`src/design/relay_pkg.sv`:
```
// Shared constants and carrier types for the output-mode and relay block
package relay_pkg;

    // ************************************************************
    // Nonvolatile and RAM cell addresses
    // ************************************************************
    localparam logic [7:0]  PWM_CTRL_ADDR   = 8'h02;
    localparam logic [7:0]  DIE_TEMP_ADDR   = 8'h06;
    localparam logic [7:0]  OBJ1_ADDR       = 8'h07;
    localparam logic [7:0]  OBJ2_ADDR       = 8'h08;
    localparam logic [7:0]  HYST_ADDR       = 8'h20;
    localparam logic [7:0]  THRESH_ADDR     = 8'h21;
    localparam logic [7:0]  CFG_ADDR        = 8'h25;

    // ************************************************************
    // Field positions
    // ************************************************************
    localparam int PWM_EN_BIT     = 1;
    localparam int DRIVE_TYPE_BIT = 2;
    localparam int RELAY_SEL_BIT  = 3;
    localparam int DUAL_IR_BIT    = 6;
    localparam int FIR_LSB        = 8;
    localparam int IIR_LSB        = 0;

    // ************************************************************
    // Reset values and result limits
    // ************************************************************
    localparam logic [15:0] CTRL_RESET      = 16'h0000;
    localparam logic [15:0] CFG_RESET       = 16'h0000;
    localparam logic [15:0] THRESH_RESET    = 16'h6ca7;
    localparam logic [15:0] HYST_RESET      = 16'h0064;
    localparam logic [15:0] DIE_TEMP_LOW    = 16'h2de4;
    localparam logic [15:0] DIE_TEMP_HIGH   = 16'h4dc4;
    localparam logic [9:0]  PWM_FULL        = 10'h3ff;

    // ************************************************************
    // Timing
    // ************************************************************
    localparam int CLK_MHZ     = 100;
    localparam int REQ_TIME_US = 1024;
    localparam int REQ_CYCLES  = REQ_TIME_US * CLK_MHZ;
    localparam int INIT_CYCLES = 16;
    localparam int STAGE_CYCLES = 4;

    // ************************************************************
    // Types
    // ************************************************************
    typedef enum logic [1:0] {
        MODE_INIT   = 2'b00,
        MODE_PWM    = 2'b01,
        MODE_RELAY  = 2'b10,
        MODE_SERIAL = 2'b11
    } out_mode_e;

    typedef enum logic [2:0] {
        ST_LOAD  = 3'b000,
        ST_AMB   = 3'b001,
        ST_OBJ1  = 3'b010,
        ST_OBJ2  = 3'b011,
        ST_PWM   = 3'b100
    } loop_state_e;

    typedef struct packed {
        logic [15:0] die_temp;
        logic [15:0] obj_first;
        logic [15:0] obj_second;
    } temps_s;

    typedef struct packed {
        logic        pin_out;
        logic        pin_oe_b;
    } pin_drive_s;

endpackage : relay_pkg

```
`src/design/request_detect.sv`:
```
// Serial clock synchroniser and request-condition detector
`timescale 1ns/1ps
`default_nettype none
module request_detect #(
    parameter int REQ_CYCLES = relay_pkg::REQ_CYCLES
) (
    // Clock and reset
    input  wire logic ref_clk,
    input  wire logic rst_b,
    // Serial clock pin
    input  wire logic scl_in,
    // Detection result
    output logic      scl_level,
    output logic      request_seen
);
    typedef struct packed {
        logic        s1;
        logic        s2;
        logic [31:0] cnt;
        logic        seen;
    } st_s;

    st_s st_q;
    st_s st_d;

    // Count low time; data line deliberately not an input at all
    always_comb begin
        st_d      = st_q;
        st_d.s1   = scl_in;
        st_d.s2   = st_q.s1;
        st_d.seen = 1'b0;
        if (st_q.s2) begin
            st_d.cnt = 32'h0;
        end else if (st_q.cnt < 32'(REQ_CYCLES)) begin
            st_d.cnt = st_q.cnt + 32'h1;
        end else if (st_q.cnt == 32'(REQ_CYCLES)) begin
            st_d.seen = 1'b1;
            st_d.cnt  = st_q.cnt + 32'h1;
        end
    end

    // State register
    always_ff @(posedge ref_clk) begin
        if (!rst_b) begin
            st_q <= '{s1: 1'b1, s2: 1'b1, cnt: 32'h0, seen: 1'b0};
        end else begin
            st_q <= st_d;
        end
    end

    assign scl_level    = st_q.s2;
    assign request_seen = st_q.seen;
endmodule : request_detect
`default_nettype wire

```
`src/design/relay_compare.sv`:
```
// Hysteresis comparator on the first object temperature
`timescale 1ns/1ps
`default_nettype none
module relay_compare (
    // Clock and reset
    input  wire logic        ref_clk,
    input  wire logic        rst_b,
    // Operands
    input  wire logic        update,
    input  wire logic [15:0] obj_temp,
    input  wire logic [15:0] threshold,
    input  wire logic [15:0] hysteresis,
    // Result
    output logic             relay_level
);
    typedef struct packed {
        logic lvl;
    } st_s;

    st_s         st_q;
    st_s         st_d;
    logic [16:0] upper;
    logic [16:0] lower;
    logic [16:0] obj_x;

    // Kelvin x100 threshold against 0.02 K units: compare on obj*2
    always_comb begin
        obj_x = {obj_temp, 1'b0};
        upper = {1'b0, threshold} + {1'b0, hysteresis};
        lower = (threshold > hysteresis) ? {1'b0, threshold - hysteresis} : 17'h0;
        st_d  = st_q;
        if (update) begin
            if (obj_x >= upper) begin
                st_d.lvl = 1'b1;
            end else if (obj_x <= lower) begin
                st_d.lvl = 1'b0;
            end
            // Between the points the level is kept
        end
    end

    // State register
    always_ff @(posedge ref_clk) begin
        if (!rst_b) begin
            st_q <= '{lvl: 1'b0};
        end else begin
            st_q <= st_d;
        end
    end

    assign relay_level = st_q.lvl;
endmodule : relay_compare
`default_nettype wire

```
`src/design/out_mode_relay.sv`:
```
// Output-mode selection, result loop and thermal relay top level
`timescale 1ns/1ps
`default_nettype none

// Notes on behaviour
// - With PWM on, request condition disables PWM and frees pin for data.
// - After request, PWM returns only after power cycle or sleep exit.
// - Request is serial clock low longer than the request time.
// - Serial data level is ignored while detecting the request.
// - PWM disabled in configuration means serial data right after reset.
// - Die temperature sits in cell 006h, limited to 2DE4h..4DC4h.
// - Object and die results are kelvin at 0.02 K per bit.
// - After reset, calibration loads and sensor count is chosen.
// - Measurement, compensation and linearization loop runs continuously.
// - Second object stage skipped with one IR sensor.
// - Each loop rescales result to 10 bits and loads PWM word.
// - One shared FIR length and one shared IIR length.
// - Relay compares first object temperature, drives a logic level.
// - Relay only when relay select set and PWM enabled.
// - Pin push-pull or open-drain low side per drive-type bit.
// - Threshold from cell 021h, hysteresis from cell 020h.
// - High at threshold plus hysteresis or more, low at minus or less.
// - Relay mode keeps measuring; serial entered by same request.
// - Relay returns only after a reset event.
// - Threshold is kelvin x100, hysteresis degrees x100.
// - On sleep wake-up PWM selected if configuration enables it.
module out_mode_relay #(
    parameter int REQ_CYCLES  = relay_pkg::REQ_CYCLES,
    parameter int INIT_CYCLES = relay_pkg::INIT_CYCLES
) (
    // Clock and reset (power-on or sleep exit)
    input  wire logic        ref_clk,
    input  wire logic        rst_b,
    // Serial clock pin
    input  wire logic        scl_in,
    // Shared data pin
    input  wire logic        sda_in,
    output logic             sda_out,
    output logic             sda_oe_b,
    // Serial-side data path from the protocol engine
    input  wire logic        ser_drive_low,
    // Nonvolatile cell access port
    input  wire logic        nv_wr,
    input  wire logic [7:0]  nv_addr,
    input  wire logic [15:0] nv_wdata,
    input  wire logic        ram_rd,
    input  wire logic [7:0]  ram_addr,
    output logic [15:0]      ram_rdata,
    // Raw measurement inputs from the analog front end
    input  wire logic [15:0] raw_die,
    input  wire logic [15:0] raw_obj1,
    input  wire logic [15:0] raw_obj2,
    // Status and PWM word
    output logic [1:0]       out_mode,
    output logic [9:0]       pwm_word,
    output logic             pwm_load,
    output logic             sda_seen
);
    typedef struct packed {
        relay_pkg::out_mode_e   mode;
        relay_pkg::loop_state_e lp;
        logic [15:0]            ctrl;
        logic [15:0]            cfg;
        logic [15:0]            thresh;
        logic [15:0]            hyst;
        relay_pkg::temps_s      t;
        logic [15:0]            iir_acc;
        logic [7:0]             tick;
        logic [9:0]             pwm;
        logic                   load;
        logic [15:0]            rdata;
        relay_pkg::pin_drive_s  pin;
        logic [1:0]             sda_s;
    } st_s;

    st_s         st_q;
    st_s         st_d;
    logic        scl_level;
    logic        request_seen;
    logic        relay_level;
    logic        relay_upd;
    logic        pwm_en;
    logic        relay_sel;
    logic        dual_ir;
    logic [3:0]  fir_len;
    logic [3:0]  iir_len;
    logic [15:0] die_clamped;
    logic [25:0] scaled;

    // ************************************************************
    // Request detection and comparator
    // ************************************************************
    request_detect #(
        .REQ_CYCLES (REQ_CYCLES)
    ) u_req (
        .ref_clk      (ref_clk),
        .rst_b        (rst_b),
        .scl_in       (scl_in),
        .scl_level    (scl_level),
        .request_seen (request_seen)
    );

    relay_compare u_cmp (
        .ref_clk     (ref_clk),
        .rst_b       (rst_b),
        .update      (relay_upd),
        .obj_temp    (st_q.t.obj_first),
        .threshold   (st_q.thresh),
        .hysteresis  (st_q.hyst),
        .relay_level (relay_level)
    );

    // ************************************************************
    // Configuration decode
    // ************************************************************
    // Single shared filter lengths for every programmable stage
    assign pwm_en    = st_q.cfg[relay_pkg::PWM_EN_BIT];
    assign relay_sel = st_q.ctrl[relay_pkg::RELAY_SEL_BIT];
    assign dual_ir   = st_q.cfg[relay_pkg::DUAL_IR_BIT];
    assign fir_len   = st_q.cfg[relay_pkg::FIR_LSB +: 4];
    assign iir_len   = st_q.cfg[relay_pkg::IIR_LSB +: 4];
    assign relay_upd = st_q.lp == relay_pkg::ST_OBJ1 && st_q.tick == 8'h0;

    // Die result clamped to the linearization window
    assign die_clamped = (raw_die < relay_pkg::DIE_TEMP_LOW)  ? relay_pkg::DIE_TEMP_LOW :
                         (raw_die > relay_pkg::DIE_TEMP_HIGH) ? relay_pkg::DIE_TEMP_HIGH :
                         raw_die;

    // Rescale object result to 10 bits across the full result range
    assign scaled = 26'(st_q.t.obj_first) * 26'(relay_pkg::PWM_FULL);

    // ************************************************************
    // Next-state logic
    // ************************************************************
    always_comb begin
        st_d       = st_q;
        st_d.load  = 1'b0;
        st_d.sda_s = {st_q.sda_s[0], sda_in};

        // Cell writes from the serial protocol engine
        if (nv_wr) begin
            unique case (nv_addr)
                relay_pkg::PWM_CTRL_ADDR: st_d.ctrl   = nv_wdata;
                relay_pkg::CFG_ADDR:      st_d.cfg    = nv_wdata;
                relay_pkg::HYST_ADDR:     st_d.hyst   = nv_wdata;
                relay_pkg::THRESH_ADDR:   st_d.thresh = nv_wdata;
                default:                  st_d.ctrl   = st_q.ctrl;
            endcase
        end

        // RAM read port; results are kelvin at 0.02 K per bit
        if (ram_rd) begin
            unique case (ram_addr)
                relay_pkg::DIE_TEMP_ADDR: st_d.rdata = st_q.t.die_temp;
                relay_pkg::OBJ1_ADDR:     st_d.rdata = st_q.t.obj_first;
                relay_pkg::OBJ2_ADDR:     st_d.rdata = st_q.t.obj_second;
                relay_pkg::PWM_CTRL_ADDR: st_d.rdata = st_q.ctrl;
                relay_pkg::CFG_ADDR:      st_d.rdata = st_q.cfg;
                relay_pkg::HYST_ADDR:     st_d.rdata = st_q.hyst;
                relay_pkg::THRESH_ADDR:   st_d.rdata = st_q.thresh;
                default:                  st_d.rdata = 16'h0;
            endcase
        end

        // Processing loop; runs in every output mode
        st_d.tick = (st_q.tick == 8'h0) ? 8'h0 : st_q.tick - 8'h1;
        if (st_q.tick == 8'h0) begin
            unique case (st_q.lp)
                relay_pkg::ST_LOAD: begin
                    st_d.lp   = relay_pkg::ST_AMB;
                    st_d.tick = 8'({4'h0, fir_len});
                end
                relay_pkg::ST_AMB: begin
                    st_d.t.die_temp = die_clamped;
                    st_d.lp         = relay_pkg::ST_OBJ1;
                    st_d.tick       = 8'({4'h0, iir_len});
                end
                relay_pkg::ST_OBJ1: begin
                    st_d.t.obj_first = raw_obj1;
                    st_d.lp = dual_ir ? relay_pkg::ST_OBJ2 : relay_pkg::ST_PWM;
                    st_d.tick = 8'({4'h0, fir_len});
                end
                relay_pkg::ST_OBJ2: begin
                    st_d.t.obj_second = raw_obj2;
                    st_d.lp           = relay_pkg::ST_PWM;
                    st_d.tick         = 8'({4'h0, iir_len});
                end
                relay_pkg::ST_PWM: begin
                    st_d.pwm  = scaled[25:16];
                    st_d.load = 1'b1;
                    st_d.lp   = relay_pkg::ST_AMB;
                    st_d.tick = 8'(relay_pkg::STAGE_CYCLES);
                end
                default: st_d.lp = relay_pkg::ST_AMB;
            endcase
        end

        // Output mode selection
        unique case (st_q.mode)
            relay_pkg::MODE_INIT: begin
                if (st_q.lp != relay_pkg::ST_LOAD) begin
                    if (!pwm_en) begin
                        st_d.mode = relay_pkg::MODE_SERIAL;
                    end else if (relay_sel) begin
                        st_d.mode = relay_pkg::MODE_RELAY;
                    end else begin
                        st_d.mode = relay_pkg::MODE_PWM;
                    end
                end
            end
            relay_pkg::MODE_PWM,
            relay_pkg::MODE_RELAY: begin
                if (request_seen) begin
                    st_d.mode = relay_pkg::MODE_SERIAL;
                end
            end
            relay_pkg::MODE_SERIAL: begin
                st_d.mode = relay_pkg::MODE_SERIAL;
            end
            default: st_d.mode = relay_pkg::MODE_INIT;
        endcase

        // Pin drive per mode and drive type
        unique case (st_q.mode)
            relay_pkg::MODE_RELAY,
            relay_pkg::MODE_PWM: begin
                // Relay uses comparator; PWM waveform lives elsewhere
                st_d.pin.pin_out = (st_q.mode == relay_pkg::MODE_RELAY) ?
                                   relay_level : 1'b0;
                if (st_q.ctrl[relay_pkg::DRIVE_TYPE_BIT]) begin
                    st_d.pin.pin_oe_b = 1'b0;
                end else begin
                    st_d.pin.pin_oe_b = st_d.pin.pin_out;
                end
            end
            relay_pkg::MODE_SERIAL: begin
                st_d.pin.pin_out  = 1'b0;
                st_d.pin.pin_oe_b = !ser_drive_low;
            end
            default: begin
                st_d.pin.pin_out  = 1'b0;
                st_d.pin.pin_oe_b = 1'b1;
            end
        endcase

        // Hold in load while calibration copies, so cell writes land first
        if (st_q.mode == relay_pkg::MODE_INIT && st_q.lp == relay_pkg::ST_LOAD) begin
            st_d.iir_acc = st_q.iir_acc + 16'h1;
            if (st_q.iir_acc < 16'(INIT_CYCLES)) begin
                st_d.lp   = relay_pkg::ST_LOAD;
                st_d.tick = 8'h0;
            end
        end
    end

    // ************************************************************
    // State register; reset is power-on or sleep exit
    // ************************************************************
    always_ff @(posedge ref_clk) begin
        if (!rst_b) begin
            st_q        <= '0;
            st_q.mode   <= relay_pkg::MODE_INIT;
            st_q.lp     <= relay_pkg::ST_LOAD;
            st_q.ctrl   <= relay_pkg::CTRL_RESET;
            st_q.cfg    <= relay_pkg::CFG_RESET;
            st_q.thresh <= relay_pkg::THRESH_RESET;
            st_q.hyst   <= relay_pkg::HYST_RESET;
            st_q.t.die_temp <= relay_pkg::DIE_TEMP_LOW; // Valid before first result
            st_q.pin    <= '{pin_out: 1'b0, pin_oe_b: 1'b1};
        end else begin
            st_q <= st_d;
        end
    end

    // ************************************************************
    // Outputs
    // ************************************************************
    assign sda_out   = st_q.pin.pin_out;
    assign sda_oe_b  = st_q.pin.pin_oe_b;
    assign ram_rdata = st_q.rdata;
    assign out_mode  = st_q.mode;
    assign pwm_word  = st_q.pwm;
    assign pwm_load  = st_q.load;
    assign sda_seen  = st_q.sda_s[1];
endmodule : out_mode_relay
`default_nettype wire

```
`config.mk`:
```
export PLATFORM = sky130hd
export DESIGN_NAME = out_mode_relay
export DESIGN_NICKNAME = d
export VERILOG_FILES = /design/src/design/relay_pkg.sv /design/src/design/request_detect.sv /design/src/design/relay_compare.sv /design/src/design/out_mode_relay.sv
export SDC_FILE = /design/constraint.sdc
export NUM_CORES = 1
export LEC_CHECK = 0
export BUFFER_PORTS_ARGS = -buffer_cell sky130_fd_sc_hd__buf_2
export CAP_MARGIN = 5
export CELL_PAD_IN_SITES_DETAIL_PLACEMENT = 1
export CELL_PAD_IN_SITES_GLOBAL_PLACEMENT = 1
export CORE_UTILIZATION = 45
export CTS_BUF_LIST = sky130_fd_sc_hd__clkbuf_8
export DETAILED_ROUTE_END_ITERATION = 12
export PLACE_DENSITY = 0.82
export SYNTH_ARGS = -nofsm -noshare
export SYNTH_HDL_FRONTEND = slang
export SYNTH_SLANG_ARGS = --single-unit
```
`constraint.sdc`:
```
create_clock -name ref_clk -period 7.07 [get_ports ref_clk]
set_input_delay 0.707 -clock ref_clk [delete_from_list [all_inputs] [get_ports ref_clk]]
set_output_delay 0.707 -clock ref_clk [all_outputs]
set_load 0.02 [all_outputs]
```
Word-level counts from Yosys, hierarchy flattened
Cells that the tools add are included.

storage, ports and cells
  register bits after elaboration = 208
  input bits = 87
  output and inout bits = 32
  logic and storage cells = 109

cells by class
  add/sub/neg operators = 5
  $mul = 1
  $lt $le $gt $ge = 7
  equal/unequal tests = 21
  muxes and demuxes = 27
  bitwise operators = 1
  reduce and logical (&&, ||, !) cells = 25

operators by type and width
  cell                                                             number
  one-hot mux 16 bit (7 select lines)                              1
  equality test 8 x 6 -> 1 bit, second input constant              6
  2-to-1 mux 16 bit                                                3
  2-to-1 mux 33 bit                                                1
  adder 32 x 1 -> 32 bit, second input constant                    1
  equality test 32 x 17 -> 1 bit, second input constant            1
  less-than comparator 32 x 17 -> 1 bit, second input constant     1
  2-to-1 mux 32 bit                                                1
  multiplier 16 x 10 -> 26 bit, second input constant              1
  2-to-1 mux 8 bit                                                 3
  one-hot mux 8 bit (3 select lines)                               1
  AND reduction 2 bit                                              11
  2-to-1 mux 19 bit                                                1
  adder 16 x 16 -> 17 bit                                          1
  greater-or-equal comparator 17 bit                               1
  less-or-equal comparator 17 bit                                  1
  adder 16 x 1 -> 16 bit, second input constant                    1
  equality test 8 x 2 -> 1 bit, second input constant              2
  equality test 8 x 3 -> 1 bit, second input constant              2
  greater-than comparator 16 x 15 -> 1 bit, second input constant  1
  greater-than comparator 16 bit                                   1
  less-than comparator 16 x 14 -> 1 bit, second input constant     1
  less-than comparator 16 x 5 -> 1 bit, second input constant      1
  subtractor 16 bit                                                1
  other kinds (26)                                                 42

Logic depth before layout (Yosys ltp)
  word-level depth = 6
  mapped depth = 19
  gate-level depth less buffers = 18

Cells and area by module
Synthesis repeated with hierarchy kept, for this count alone.

unflattened totals
  cells, all modules = 1679
  area total of the unflattened synthesis = 14642.8 um^2

by module, submodules not included
  module          times used  cells an instance  area an instance (um^2)
  out_mode_relay  1           1209               10831.6
  relay_compare   1           321                2352.3
  request_detect  1           149                1458.9

Worst setup path after synthesis
No wires, ideal clock.

  kind = flip-flop to flip-flop
  from = register st_q[74] in the netlist's numbering
  to = register st_q, in the netlist pwm_word[5]
  arrival = 4.960 ns
  slack = 1.986 ns
  stages on the path, launching flop included = 18
  buffers on the path = 0
  clock period less this slack = 5.084 ns
  cells stage by stage = dfxtp_1 > inv_1 > fa_1 > inv_1 > fa_1 > fa_1 > fa_1 > inv_1 > fa_1 > inv_1 > ha_1 > o21a_1 > o2111a_1 > nand4b_1 > nand4_1 > a311oi_1 > mux2i_1 > o21ai_0

between the ends
  cells in the longest elaborated chain, start to end = 1

ends and longest elaborated chain
  item                          line                   RTL
  from (decl)                   out_mode_relay.sv:76   st_s st_q;
  from (signal assigned)        out_mode_relay.sv:271  st_q <= st_d;
  multiplier 16 x 10 -> 26 bit  out_mode_relay.sv:130  assign scaled = 26'(st_q.t.obj_first) * 26'(relay_pkg::PWM_FULL);

No other way between the ends.
A chain may end at the register's enable or synchronous reset.

Worst setup path after layout
Ends and elaborated chain as after synthesis.

==> impl_metrics.env <==
export IMPL_preCtsSetupSlack_ps=1328
export IMPL_worstSetupPathType="register to register"
export IMPL_dr_pass1_iters=5
export IMPL_hold_viol=0
export IMPL_die_y_um=182.3
export IMPL_drive_above_1_share=0.1105
export IMPL_fin_ws_ps=1278
export IMPL_p_comb_frac=0.200
export IMPL_worstPathRequired_ps=7470
export IMPL_synth_edf_count=0
export IMPL_r2r_cells=17
export IMPL_crit_top_cell="fa_1"
export IMPL_cp_top_family="adder cells"
export IMPL_synth_flop_cell="dfxtp_1"
export IMPL_via_per_inst=5.685
export IMPL_wl_per_cell_um=20.33
export IMPL_path_cells="inv_1 > fa_1 > inv_1 > fa_1 > fa_1 > fa_1 > inv_1 > fa_1 > inv_1 > ha_1 > o21a_1 > o2111a_1 > nand4b_1 > nand4_1 > a311oi_1 > mux2i_1 > o21ai_0"
export IMPL_grt_pass1_wl_mm=70.17
export IMPL_slew_headroom=0.2444
export IMPL_numCtsBuffers=38
export IMPL_grt_max_degree=93
export IMPL_num_vias=12400
export IMPL_cts_sinks=208
export IMPL_cp_start_kind="register"
export IMPL_antenna_left=0
export IMPL_grt_setup_unrepaired="no"
export IMPL_fin_skew_ps=20.37
export IMPL_async_flop_share=0
export IMPL_worstHoldEndpoint="u_req.st_d[33]"
export IMPL_r2r_end="pwm_word[5]"
export IMPL_coreArea_sq_mm=0.03180
export IMPL_ioPinCount=119
export IMPL_drt_wl_total_mm=44.34
export IMPL_seqPwrFrac=0.420
export IMPL_path_clk_slew_ps=50
export IMPL_gp_congestion=0.9246
export IMPL_peakVddDrop_mv=0.1723
export IMPL_drtIter0Drc=765
export IMPL_min_from="scl_in"
export IMPL_p_clk_frac=0.380
export IMPL_syn2layout_area_growth_pct=9.857
export IMPL_fmax_ghz=0.1727
export IMPL_worst_path_max_delay_cell="fa_1"
export IMPL_cts_setup_buffers=0
export IMPL_holdBufCountCts=0
export IMPL_hold_depth=2
export IMPL_clockBufferDepth=3
export IMPL_dp_hpwl_mm=34.66
export IMPL_syn_nets=1960
export IMPL_route_detailed_drc=0
export IMPL_final_cell_mix="208 x dfxtp_1, 175 x inv_1, 161 x nand2_1"
export IMPL_min_period_ps=5792
export IMPL_ys_seq_area_frac=0.2845
export IMPL_num_antenna_cells=0
export IMPL_p_leak_uw=0.007452
export IMPL_p_switching_uw=947.8
export IMPL_syn_area_sq_mm=0.01464
export IMPL_cts_tree="yes"
export IMPL_slew_viol_final=0
export IMPL_worstSkewPairLatency_ps=540
export IMPL_fin_tns_setup_ps=0
export IMPL_antenna_found_initial=0
export IMPL_synth_seq_cells=208
export IMPL_die_x_um=182.3
export IMPL_ys_warnings_count=0
export IMPL_nets=2019
export IMPL_grt_overflow_total=0
export IMPL_power_internal_uw=2079
export IMPL_clockRootBuffer="clkbuf_8"
export IMPL_setup_viol=0
export IMPL_r2r_slack_ps=1280
export IMPL_path_buf_inv=4
export IMPL_endpoint_kind="register"
export IMPL_synth_distinct_cells=70
export IMPL_drv_cap=0
export IMPL_p_sw_frac=0.3131
export IMPL_floorplan_rows=65
export IMPL_outcome="complete, no violations"
export IMPL_critical_path_max_stage_delay_ps=710
export IMPL_r2r_start="st_q[74]"
export IMPL_critPathMaxFanout=8
export IMPL_arrival_ps=6190
export IMPL_mostFrequentLayoutCell="dfxtp_1"
export IMPL_post_cts_resized=0
export IMPL_power_density_mw_per_mm2=188.3
export IMPL_startpoint="st_q[74]"
export IMPL_syn_inst=1661
export IMPL_grt_use_total=0.2674
export IMPL_tightest_slew_ps=1129
export IMPL_hold_path_class="input port to register"
export IMPL_nFillCells=3766
export IMPL_start_util=0.4602
export IMPL_cts_max_level=2
export IMPL_avgSynthCellArea_sq_um=8.811
export IMPL_portBuffers=118
export IMPL_die_area_sq_mm=0.03325
export IMPL_fin_crit_sh=0.8192
export IMPL_grt_pass1_vias=13090
[cells by family after synthesis]
kind of cell / synth area share
compound gates: 0.1521
buf+inv: 0.07600
fa+ha+maj: 0.2238
simple gates: 0.1837
mux: 0.04155
xor+xnor: 0.03830
flops: 0.2845
[sequential cells by signal, summed over array words and instances (netlist names)]
name and count:
out_mode 2, u_req.st_q 32, sda_seen 1, u_req.request_seen 1
st_q 129, u_req.st_d 1, ram_rdata 16, dual_ir 1
fir_len 4, relay_sel 1, u_cmp.relay_level 1, iir_len 4
pwm_load 1, sda_out 1, st_d 1, u_req.scl_level 1
sda_oe_b 1, pwm_word 10
[Yosys cell counts (all sizes together) (15+ instances only)]
library cell / n / share of area
o21ai: 61 / 0.021
nand4: 23 / 0.0098
nand2: 161 / 0.041
inv: 164 / 0.042
a221oi: 17 / 0.010
dfxtp: 208 / 0.28
buf: 36 / 0.017
nand3: 52 / 0.018
nor3: 25 / 0.0085
xnor2: 48 / 0.029
ha: 129 / 0.11
and3: 15 / 0.0064
a22o: 29 / 0.017
and2: 37 / 0.016
a21boi: 41 / 0.021
a22oi: 20 / 0.010
nor2b: 60 / 0.026
mux2i: 54 / 0.037
a21oi: 59 / 0.020
nor2: 90 / 0.023
xor2: 16 / 0.0096
a21o: 17 / 0.0087
clkbuf: 67 / 0.017
fa: 83 / 0.11
[worst max-delay path by stage]
stage,slack (ps),endpoint,depth (start not counted)
after floorplan,1990,pwm_word[5],17
after global placement,1500,pwm_word[5],17
after detailed placement,1330,pwm_word[5],17
after CTS,1310,pwm_word[5],17
after global routing,1030,pwm_word[5],17
final,1280,pwm_word[5],17
[worst reg2reg max path, delay by kind of cell, from the launching register on]
family / cells / cell delay [ps]
simple gates: 2 / 380
mux: 1 / 230
flops: 1 / 540
fa+ha+maj: 6 / 3100
buf+inv: 4 / 350
compound gates: 4 / 1080
[metrics by stage]
| stage | instance area [sq um] | utilization | cells | power, uW | hold slack (ps) |
|---|---|---|---|---|---|
| after global placement | 15310 | 0.4816 | 2115 | 1862 | 392.3 |
| after floorplan | 14640 | - | 1661 | 1716 | 386.3 |
| after global routing | 16080 | 0.5056 | 2181 | 3177 | 350.4 |
| after detailed placement | 15310 | 0.4816 | 2115 | 1896 | 400.2 |
| after CTS | 16080 | 0.5056 | 2181 | 3053 | 336.7 |
| final | 16080 | 0.5056 | 2181 | 3027 | 357.8 |
[power by group through the flow]
stage	clock network (uW)	logic, uW	registers [uW]
3_5_place_dp	0	601	1300
6_report	1150	605	1270
5_1_grt	1220	675	1280
4_1_cts	1170	609	1270
3_3_place_gp	0	571	1290
2_1_floorplan	0	444	1270
[final cells by class]
class | instances | area, sq um | share of cell area
clock buffer | 50 | 688.2 | 0.04280
multi-input combinational | 1186 | 9368 | 0.5826
timing repair buffer | 122 | 623.1 | 0.03875
inverter | 164 | 615.6 | 0.03829
sequential | 208 | 4164 | 0.2590
tap | 435 | 544.3 | 0.03385
clock inverter | 16 | 75.07 | 0.004669
[metal layers]
metal  track usage  vias to the layer above  part of all wire  wire [um]
li1              -                     5791                 -          -
met1        0.3340                     6221              0.42      18790
met2        0.4694                      311              0.50      22000
met3       0.04510                       75             0.052       2324
met4       0.08202                        0             0.028       1224
met5             0                        -                 0          0
Power figures use the tool's default switching activity.
